--- src/inc/usp_cfg.svh ---
// Purpose: constants for the serial port (offsets, field positions, resets)
// Assumes: included by its bare name
// Notes: select codes pick one of the two serial SFRs
`ifndef USP_CFG_SVH
`define USP_CFG_SVH
`define USP_SEL_CTRL 1'h0
`define USP_SEL_BUF 1'h1
`define USP_B_MODE 7
`define USP_B_SPARE 6
`define USP_B_MCE 5
`define USP_B_REN 4
`define USP_B_TB8 3
`define USP_B_RB8 2
`define USP_B_TI 1
`define USP_B_RI 0
`define USP_CTRL_RST 8'h40
`define USP_SPARE_READ 1'h1
`define USP_BUF_RST 8'h00
`define USP_LAST_BIT 3'h7
`define USP_PEER_BIT_CYC 16
`endif

--- src/inc/usp_pkg.sv ---
// Purpose: types shared by both serial ends
// Assumes: nothing
// Notes: states are shared by the device and the peer
package usp_pkg;
    typedef logic [7:0] usp_byte_t;
    typedef enum logic [2:0] {
        USP_IDLE,
        USP_START,
        USP_DATA,
        USP_NINTH,
        USP_STOP
    } usp_state_e;
endpackage

--- src/inc/usp_if.sv ---
// Purpose: two-wire serial link between the device and its peer
// Assumes: each wire has one driver
// Notes: both wires idle high
interface usp_if;
    logic dev_line;
    logic peer_line;
    modport dev(output dev_line, input peer_line);
    modport peer(input dev_line, output peer_line);
endinterface

--- src/usp_device.sv ---
// Purpose: serial port with 8-bit and 9-bit frames and address filter
// Assumes: serial input is synchronous to ref_clk_i
// Notes: one select line picks the control or the buffer register
`include "usp_cfg.svh"
module usp_device (
    input wire logic ref_clk_i, // system clock
    input wire logic reset_i, // async reset, active high
    usp_if.dev link, // serial line pair
    input wire logic sfr_sel_i, // 0 control, 1 buffer
    input wire logic sfr_wr_i, // write strobe, one cycle
    input wire usp_pkg::usp_byte_t sfr_wdata_i, // write data
    output usp_pkg::usp_byte_t sfr_rdata_o, // read data, one cycle later
    input wire usp_pkg::usp_byte_t baud_reload_value_i, // timer reload
    output logic irq_req_o // serial interrupt request level
);
    import usp_pkg::*;
    localparam logic [7:0] CTRL_RST = `USP_CTRL_RST;
    logic frame_length_select_ff;
    logic multiproc_filter_enable_ff;
    logic receive_enable_bit_ff;
    logic transmit_ninth_bit_ff;
    logic received_ninth_bit_ff;
    logic tx_done_flag_ff;
    logic rx_done_flag_ff;
    usp_byte_t serial_buffer_reg_ff;
    usp_byte_t tx_shift_ff;
    usp_byte_t rx_shift_ff;
    usp_state_e tx_state_ff;
    usp_state_e rx_state_ff;
    logic [2:0] tx_cnt_ff;
    logic [2:0] rx_cnt_ff;
    logic txd_ff;
    logic rx_ninth_ff;
    logic wr_ctrl;
    logic wr_buf;
    logic tx_go;
    logic tx_bit;
    logic tx_fin;
    logic rx_go;
    logic rx_half;
    logic rx_end;
    logic rx_extra;
    logic rx_load;
    usp_byte_t ctrl_rd;

    assign wr_ctrl = sfr_wr_i && (sfr_sel_i == `USP_SEL_CTRL);
    assign wr_buf = sfr_wr_i && (sfr_sel_i == `USP_SEL_BUF);
    assign link.dev_line = txd_ff;

    // writes during a busy frame are dropped so the frame stays intact
    assign tx_go = wr_buf && (tx_state_ff == USP_IDLE);
    assign tx_fin = tx_bit && ((tx_state_ff == USP_DATA && tx_cnt_ff == `USP_LAST_BIT
                    && !frame_length_select_ff) || tx_state_ff == USP_NINTH);

    usp_baud_gen #(
        .W(8)
    ) u_tx_timer (
        .ref_clk_i(ref_clk_i),
        .reset_i(reset_i),
        .restart_i(tx_go),
        .reload_i(baud_reload_value_i),
        .half_o(),
        .bit_o(tx_bit)
    );

    usp_baud_gen #(
        .W(8)
    ) u_rx_timer (
        .ref_clk_i(ref_clk_i),
        .reset_i(reset_i),
        .restart_i(rx_go),
        .reload_i(baud_reload_value_i),
        .half_o(rx_half),
        .bit_o()
    );

    always_ff @(posedge ref_clk_i or posedge reset_i) begin
        if (reset_i) begin
            tx_state_ff <= USP_IDLE;
            tx_shift_ff <= `USP_BUF_RST;
            tx_cnt_ff <= 3'h0;
            txd_ff <= 1'b1;
        end else begin
            case (tx_state_ff)
                USP_IDLE: begin
                    if (tx_go) begin
                        tx_shift_ff <= sfr_wdata_i;
                        txd_ff <= 1'b0;
                        tx_state_ff <= USP_START;
                    end
                end
                USP_START: begin
                    if (tx_bit) begin
                        txd_ff <= tx_shift_ff[0];
                        tx_shift_ff <= {1'b0, tx_shift_ff[7:1]};
                        tx_cnt_ff <= 3'h0;
                        tx_state_ff <= USP_DATA;
                    end
                end
                USP_DATA: begin
                    if (tx_bit) begin
                        if (tx_cnt_ff == `USP_LAST_BIT) begin
                            if (frame_length_select_ff) begin
                                txd_ff <= transmit_ninth_bit_ff;
                                tx_state_ff <= USP_NINTH;
                            end else begin
                                txd_ff <= 1'b1;
                                tx_state_ff <= USP_STOP;
                            end
                        end else begin
                            txd_ff <= tx_shift_ff[0];
                            tx_shift_ff <= {1'b0, tx_shift_ff[7:1]};
                            tx_cnt_ff <= tx_cnt_ff + 3'h1;
                        end
                    end
                end
                USP_NINTH: begin
                    if (tx_bit) begin
                        txd_ff <= 1'b1;
                        tx_state_ff <= USP_STOP;
                    end
                end
                USP_STOP: begin
                    if (tx_bit) begin
                        tx_state_ff <= USP_IDLE;
                    end
                end
                default: begin
                    txd_ff <= 1'b1;
                    tx_state_ff <= USP_IDLE;
                end
            endcase
        end
    end

    // a frame already under way finishes even if enable is dropped
    assign rx_go = (rx_state_ff == USP_IDLE) && receive_enable_bit_ff
                   && !link.peer_line;
    assign rx_end = rx_half && (rx_state_ff == USP_STOP);
    assign rx_extra = frame_length_select_ff ? rx_ninth_ff : link.peer_line;
    assign rx_load = rx_end && !rx_done_flag_ff
                     && (!multiproc_filter_enable_ff || rx_extra);

    always_ff @(posedge ref_clk_i or posedge reset_i) begin
        if (reset_i) begin
            rx_state_ff <= USP_IDLE;
            rx_shift_ff <= `USP_BUF_RST;
            rx_cnt_ff <= 3'h0;
            rx_ninth_ff <= 1'b0;
        end else begin
            case (rx_state_ff)
                USP_IDLE: begin
                    if (rx_go) begin
                        rx_state_ff <= USP_START;
                    end
                end
                USP_START: begin
                    if (rx_half) begin
                        // a start bit gone high by mid-bit was a glitch
                        rx_state_ff <= link.peer_line ? USP_IDLE : USP_DATA;
                        rx_cnt_ff <= 3'h0;
                    end
                end
                USP_DATA: begin
                    if (rx_half) begin
                        rx_shift_ff <= {link.peer_line, rx_shift_ff[7:1]};
                        if (rx_cnt_ff == `USP_LAST_BIT) begin
                            rx_state_ff <= frame_length_select_ff ? USP_NINTH : USP_STOP;
                        end else begin
                            rx_cnt_ff <= rx_cnt_ff + 3'h1;
                        end
                    end
                end
                USP_NINTH: begin
                    if (rx_half) begin
                        rx_ninth_ff <= link.peer_line;
                        rx_state_ff <= USP_STOP;
                    end
                end
                USP_STOP: begin
                    if (rx_half) begin
                        rx_state_ff <= USP_IDLE;
                    end
                end
                default: begin
                    rx_state_ff <= USP_IDLE;
                end
            endcase
        end
    end

    always_ff @(posedge ref_clk_i or posedge reset_i) begin
        if (reset_i) begin
            serial_buffer_reg_ff <= `USP_BUF_RST;
            received_ninth_bit_ff <= CTRL_RST[`USP_B_RB8];
        end else if (rx_load) begin
            serial_buffer_reg_ff <= rx_shift_ff;
            received_ninth_bit_ff <= rx_extra;
        end else if (wr_ctrl) begin
            received_ninth_bit_ff <= sfr_wdata_i[`USP_B_RB8];
        end
    end

    // hardware set wins over a clearing write in the same cycle
    always_ff @(posedge ref_clk_i or posedge reset_i) begin
        if (reset_i) begin
            tx_done_flag_ff <= CTRL_RST[`USP_B_TI];
            rx_done_flag_ff <= CTRL_RST[`USP_B_RI];
        end else begin
            if (tx_fin) begin
                tx_done_flag_ff <= 1'b1;
            end else if (wr_ctrl && !sfr_wdata_i[`USP_B_TI]) begin
                tx_done_flag_ff <= 1'b0;
            end
            if (rx_load) begin
                rx_done_flag_ff <= 1'b1;
            end else if (wr_ctrl && !sfr_wdata_i[`USP_B_RI]) begin
                rx_done_flag_ff <= 1'b0;
            end
        end
    end

    always_ff @(posedge ref_clk_i or posedge reset_i) begin
        if (reset_i) begin
            frame_length_select_ff <= CTRL_RST[`USP_B_MODE];
            multiproc_filter_enable_ff <= CTRL_RST[`USP_B_MCE];
            receive_enable_bit_ff <= CTRL_RST[`USP_B_REN];
            transmit_ninth_bit_ff <= CTRL_RST[`USP_B_TB8];
        end else if (wr_ctrl) begin
            frame_length_select_ff <= sfr_wdata_i[`USP_B_MODE];
            multiproc_filter_enable_ff <= sfr_wdata_i[`USP_B_MCE];
            receive_enable_bit_ff <= sfr_wdata_i[`USP_B_REN];
            transmit_ninth_bit_ff <= sfr_wdata_i[`USP_B_TB8];
        end
    end

    always_comb begin
        ctrl_rd = '0;
        ctrl_rd[`USP_B_MODE] = frame_length_select_ff;
        ctrl_rd[`USP_B_SPARE] = `USP_SPARE_READ;
        ctrl_rd[`USP_B_MCE] = multiproc_filter_enable_ff;
        ctrl_rd[`USP_B_REN] = receive_enable_bit_ff;
        ctrl_rd[`USP_B_TB8] = transmit_ninth_bit_ff;
        ctrl_rd[`USP_B_RB8] = received_ninth_bit_ff;
        ctrl_rd[`USP_B_TI] = tx_done_flag_ff;
        ctrl_rd[`USP_B_RI] = rx_done_flag_ff;
    end

    always_ff @(posedge ref_clk_i or posedge reset_i) begin
        if (reset_i) begin
            sfr_rdata_o <= `USP_CTRL_RST;
            irq_req_o <= 1'b0;
        end else begin
            sfr_rdata_o <= (sfr_sel_i == `USP_SEL_BUF) ? serial_buffer_reg_ff : ctrl_rd;
            irq_req_o <= tx_done_flag_ff || rx_done_flag_ff;
        end
    end
endmodule

--- src/usp_baud_gen.sv ---
// Purpose: 8-bit auto-reload bit timer, overflow divided by two
// Assumes: reload value held steady during a frame
// Notes: half_o marks mid-bit, bit_o marks the bit boundary
module usp_baud_gen #(
    parameter int W = 8
) (
    input wire logic ref_clk_i, // system clock
    input wire logic reset_i, // async reset, active high
    input wire logic restart_i, // force reload, phase zero
    input wire logic [W-1:0] reload_i, // auto-reload value
    output logic half_o, // pulse at first overflow of a bit
    output logic bit_o // pulse at second overflow of a bit
);
    logic [W-1:0] cnt_ff;
    logic phase_ff;
    logic ovf;

    assign ovf = !restart_i && (cnt_ff == {W{1'b1}});

    always_ff @(posedge ref_clk_i or posedge reset_i) begin
        if (reset_i) begin
            cnt_ff <= '0;
            phase_ff <= 1'b0;
        end else if (restart_i) begin
            cnt_ff <= reload_i;
            phase_ff <= 1'b0;
        end else if (ovf) begin
            cnt_ff <= reload_i;
            phase_ff <= !phase_ff;
        end else begin
            cnt_ff <= cnt_ff + 1'b1;
        end
    end

    always_ff @(posedge ref_clk_i or posedge reset_i) begin
        if (reset_i) begin
            half_o <= 1'b0;
            bit_o <= 1'b0;
        end else begin
            half_o <= ovf && !phase_ff;
            bit_o <= ovf && phase_ff;
        end
    end
endmodule

--- src/flat_wrapper.sv ---
// flat-port wrapper written by rule: the top's interface ports become plain ports
module usp_device_flat import usp_pkg::*;
  (ref_clk_i, reset_i, sfr_sel_i, sfr_wr_i, sfr_wdata_i, sfr_rdata_o, baud_reload_value_i, irq_req_o, link_dev_line, link_peer_line);
  usp_if link_i ();
  input wire logic ref_clk_i;
  input wire logic reset_i;
  input wire logic sfr_sel_i;
  input wire logic sfr_wr_i;
  input wire usp_pkg::usp_byte_t sfr_wdata_i;
  output usp_pkg::usp_byte_t sfr_rdata_o;
  input wire usp_pkg::usp_byte_t baud_reload_value_i;
  output logic irq_req_o;
  output wire logic [$bits(link_i.dev_line)-1:0] link_dev_line;
  input wire logic [$bits(link_i.peer_line)-1:0] link_peer_line;
  assign link_dev_line = link_i.dev_line;
  assign link_i.peer_line = link_peer_line;
  usp_device u_core (.ref_clk_i(ref_clk_i), .reset_i(reset_i), .link(link_i), .sfr_sel_i(sfr_sel_i), .sfr_wr_i(sfr_wr_i), .sfr_wdata_i(sfr_wdata_i), .sfr_rdata_o(sfr_rdata_o), .baud_reload_value_i(baud_reload_value_i), .irq_req_o(irq_req_o));
endmodule
--- config.mk ---
export PLATFORM = sky130hd
export DESIGN_NAME = usp_device_flat
export DESIGN_NICKNAME = d
export VERILOG_FILES = /design/src/inc/usp_pkg.sv /design/src/inc/usp_if.sv /design/src/usp_device.sv /design/src/usp_baud_gen.sv /design/src/flat_wrapper.sv
export VERILOG_INCLUDE_DIRS = /design/src /design/src/inc
export SDC_FILE = /design/constraint.sdc
export NUM_CORES = 1
export LEC_CHECK = 0
export ABC_AREA = 1
export BUFFER_PORTS_ARGS = -buffer_cell sky130_fd_sc_hd__clkbuf_2
export CORE_UTILIZATION = 40
export CTS_BUF_LIST = sky130_fd_sc_hd__clkbuf_4 sky130_fd_sc_hd__clkbuf_8
export DETAILED_ROUTE_END_ITERATION = 12
export SKIP_LAST_GASP = 1
export SLEW_MARGIN = 30
export SYNTH_ARGS = -nofsm -noshare
export SYNTH_HDL_FRONTEND = slang
export SYNTH_SLANG_ARGS = --single-unit
--- constraint.sdc ---
create_clock -name ref_clk_i -period 2.2 [get_ports ref_clk_i]
set_input_delay 0.11 -clock ref_clk_i [delete_from_list [all_inputs] [get_ports ref_clk_i]]
set_output_delay 0.11 -clock ref_clk_i [all_outputs]
set_load 0.05 [all_outputs]
==> run summary <==
• **run status** finished, final reports clean
• **Worst EP arrival** 1840 ps
• **ant diodes** 0
• **unrepaired setup endpoints after global routing** false
• **setup violators final** 0
• **synthesis-to-finish area growth** 15.1%
• **Setup crit end kind** register
• **clock-pin slew of the registers on the worst-case setup and hold paths** 90 ps
• **hold violation total from the final report** 0
• **Initial Utilization** 41.2%
• **largest family of logic cells by synthesized area** simple AND/OR/NAND/NOR gates
• **R2R Path Start** u_core.u_tx_timer.cnt_ff[0]$_DFF_PP0_
• **number of antenna violations at the first check in global routing** 0
• **endpoint of the worst-slack reg-to-reg timing path** u_core.u_tx_timer.phase_ff$_DFFE_PP0P_
• **HPWL Detailed** 5200 um
• **dpl ws** 612 ps
• **Post-Route Skew** 8.98 ps
• **total number of placement rows** 34
• **critical-path maximum fanout** 13
• **warnings from Yosys** 0
• **share of synthesized area occupied by flip-flops and latches** 51.9%
• **total overflow reported by the global router** 0
• **pin count of the biggest net entering global routing** 54
• **GRT Total Usage** 17.8%
• **worst ir drop on vdd** 486 uV
• **first-pass GRT wire length** 12,400 um
• **Synth Cell Area** 3570 um^2
• **CTS HTree Levels** 3
• **top library cells by usage in the layout, fill and taps aside** nand2_1 (171), dfrtp_1 (72), inv_1 (39), nand3_1 (33), clkbuf_2 (30)
• **number of detailed-route iterations in the first pass** 5
• **end of the critical path** u_core.u_tx_timer.phase_ff$_DFFE_PP0P_
• **layout cells sized above 1** 15.8%
• **cell-internal power** 2.90 mW
• **number of nets produced by synthesis** 471
• **number of pins with negative max-slew slack in the final report** 0
• **most common library cell in the layout ignoring fill and taps** nand2_1
• **number of routed nets with antenna violations** 0
• **number of max-cap violations** 0
• **cell area after placement** 3830 um^2
• **die outline area** 9320 um^2
• **worst reg2reg setup slack** 620 ps
• **number of global-route vias before repair** 2,736
• **required time at the worst-slack endpoint** 2460 ps
• **Clk Tree Root Cell** clkbuf_8
• **post-synthesis adder-cell area fraction** 2.10%
• **relative contribution of sequential cells to total power** 40.9%
• **portion of total power attributed to the clock network** 20.3%
• **Iteration-0 DRC Markers** 127
• **switching part of the total** 43.5%
• **proportion of netlist area held by the largest area contributor** 50.4%
• **remaining design rule violation count** 0
• **number of clock sinks** 74
• **compound-gate portion of the synthesized area** 7.95%
• **Least-Margin Pin Slew** 493 ps
• **final cycle utilization of the critical path** 72.0%
• **die outline height** 96.5 um
• **buffer levels on the longest clock path** 2
• **TritonCTS clock tree** done
• **routed length per placed instance** 12.0 um
• **launching instance or port of the critical path** u_core.u_tx_timer.cnt_ff[0]$_DFF_PP0_
• **mux share of post-synthesis cell area** 0.315%
• **RePlAce Congestion** 0.891
• **number of vias in the routed layout** 2,915
• **standard cell core area** 8680 um^2
• **width of the die** 96.5 um
• **category of the critical setup timing path** reg2reg
• **final-layout fill cell count** 871
• **Relative slew margins** 67.1%
• **routed via count divided by cell count** 4.85
• **clock buffer count from CTS** 9
• **summed negative setup slack over all endpoints** 0 ps
• **worst reg2reg path depth** 8
• **cell types with the largest area share after synthesis** dfrtp_1 (50%), nand2_1 (18%), nand3_1 (4.6%)
• **Clk Latency, worst-skew pair** 360 ps
• **type of the tightest min-delay check** in2reg
• **Synth area leader** dfrtp_1
• **layout net count** 515
• **share of total power in combinational logic** 38.8%
• **sum of routed wire length over all layers** 7190 um
• **maximum operating frequency** 631 MHz
• **Boundary Pins** 31
• **NetSw** 2.23 mW
• **syn avg cell area** 8.05 um^2
• **total non-filler cell area in the finished layout** 4110 um^2
• **post-cts resize count** 0
• **category of the worst setup path launch point** register
• **smallest setup slack after layout** 616 ps
• **post-synth cell types** 31
• **fin crit period** 1580 ps
• **reported leakage power** 2.13 nW
• **Design Power** 5.12 mW
• **total power density per cell area** 1250 nW/um^2
• **xor-xnor portion of the synthesized cell area** 1.96%
• **number of buffers added on ports** 30
• **synthesized-area fraction occupied by and/or/nand/nor cells** 29.4%
• **number of synthesized register bits** 74
• **Mapped Cells** 444
[metrics by stage]
stage / util (%) / std cells / hold WS [ps]
floorplan: - / 444 / 217
finish: 47.4 / 601 / 29.9
detailed placement: 44.1 / 576 / 149
CTS: 47.4 / 601 / 6.08
global route: 47.4 / 601 / 22.1
global placement: 44.1 / 576 / 147
[cell families after synthesis]
group / Yosys count
buffers and inverters: 55
adder cells (fa/ha/maj): 6
XOR/XNOR: 8
flip-flops: 74
AND/OR/NAND/NOR: 244
AO/OA/AOI/OAI: 56
multiplexers: 1
[cell type report]
class	count	area [um^2]	share of cell area [%]
clock buffer	9	124	3.01
clock inverter	7	66.3	1.61
multi-input combinational	315	1490	36.3
timing repair buffer	40	260	6.33
tap	108	135	3.29
inverter	48	180	4.38
sequential	74	1850	45.1
[metal layers]
layer  vias to the layer above  routed length, um  global-route usage (%)
met3                         9                365                    4.85
met4                         0                 99                    6.50
met5                         -                  0                       0
li1                       1500                  -                       -
met1                      1338               3580                    24.2
met2                        68               3140                    27.2
[flip-flops by register name (all words and copies together), names as in the netlist, 3 cells and up]
| register | cells |
|---|---|
| u_core.rx_state_ff | 3 |
| u_core.sfr_rdata_o | 8 |
| u_core.u_tx_timer.cnt_ff | 8 |
| u_core.tx_state_ff | 3 |
| u_core.tx_cnt_ff | 3 |
| u_core.serial_buffer_reg_ff | 8 |
| u_core.rx_cnt_ff | 3 |
| u_core.rx_shift_ff | 8 |
| u_core.tx_shift_ff | 8 |
| u_core.u_rx_timer.cnt_ff | 8 |
[cells in the mapped netlist (all sizes together)]
master	instances
o21ai	46
xor2	5
a21oi	8
o31ai	1
nand4	5
nand2	177
clkbuf	1
nor3	1
dfrtp	72
or2	2
a31oi	1
buf	6
inv	48
mux2	1
ha	6
nor2	23
dfstp	2
xnor2	3
nand3b	1
nand3	35
[worst min-delay path by stage]
stage / start / slack [ps] / depth (start not counted) / to
after floorplan: sfr_sel_i / 220 / 1 / u_core.sfr_rdata_o[1]$_DFF_PP0_
after global placement: reset_i / 150 / 2 / u_core.u_rx_timer.phase_ff$_DFFE_PP0P_
after detailed placement: reset_i / 150 / 2 / u_core.u_rx_timer.phase_ff$_DFFE_PP0P_
after CTS: sfr_wdata_i[1] / 6 / 3 / u_core.tx_done_flag_ff$_DFFE_PP0P_
after global routing: sfr_wdata_i[4] / 20 / 3 / u_core.receive_enable_bit_ff$_DFFE_PP0P_
final: sfr_wdata_i[0] / 30 / 3 / u_core.rx_done_flag_ff$_DFFE_PP0P_
[worst max-delay path, stage by stage, from the launching register on]
cell	delay, ps
dfrtp_1	380
ha_1	190
nand2_1	60
nor2_1	260
nand4_2	200
nand2_4	180
inv_1	100
nand2_1	60
nand2_1	50
[timing repair]
action,in CTS,in global routing
hold buffers,9,0
buffers inserted,0,0
endpoints found under the hold margin,34,0
[power by group through the flow]
stage	registers, mW	clock network (mW)	logic [mW]
3_3_place_gp	2.11	0	1.95
5_1_grt	2.16	1.13	2.30
6_report	2.10	1.04	1.99
4_1_cts	2.09	1.08	2.00
3_5_place_dp	2.11	0	1.99
2_1_floorplan	2.18	0	1.51
Note: power is estimated with default switching activity, not from simulation.
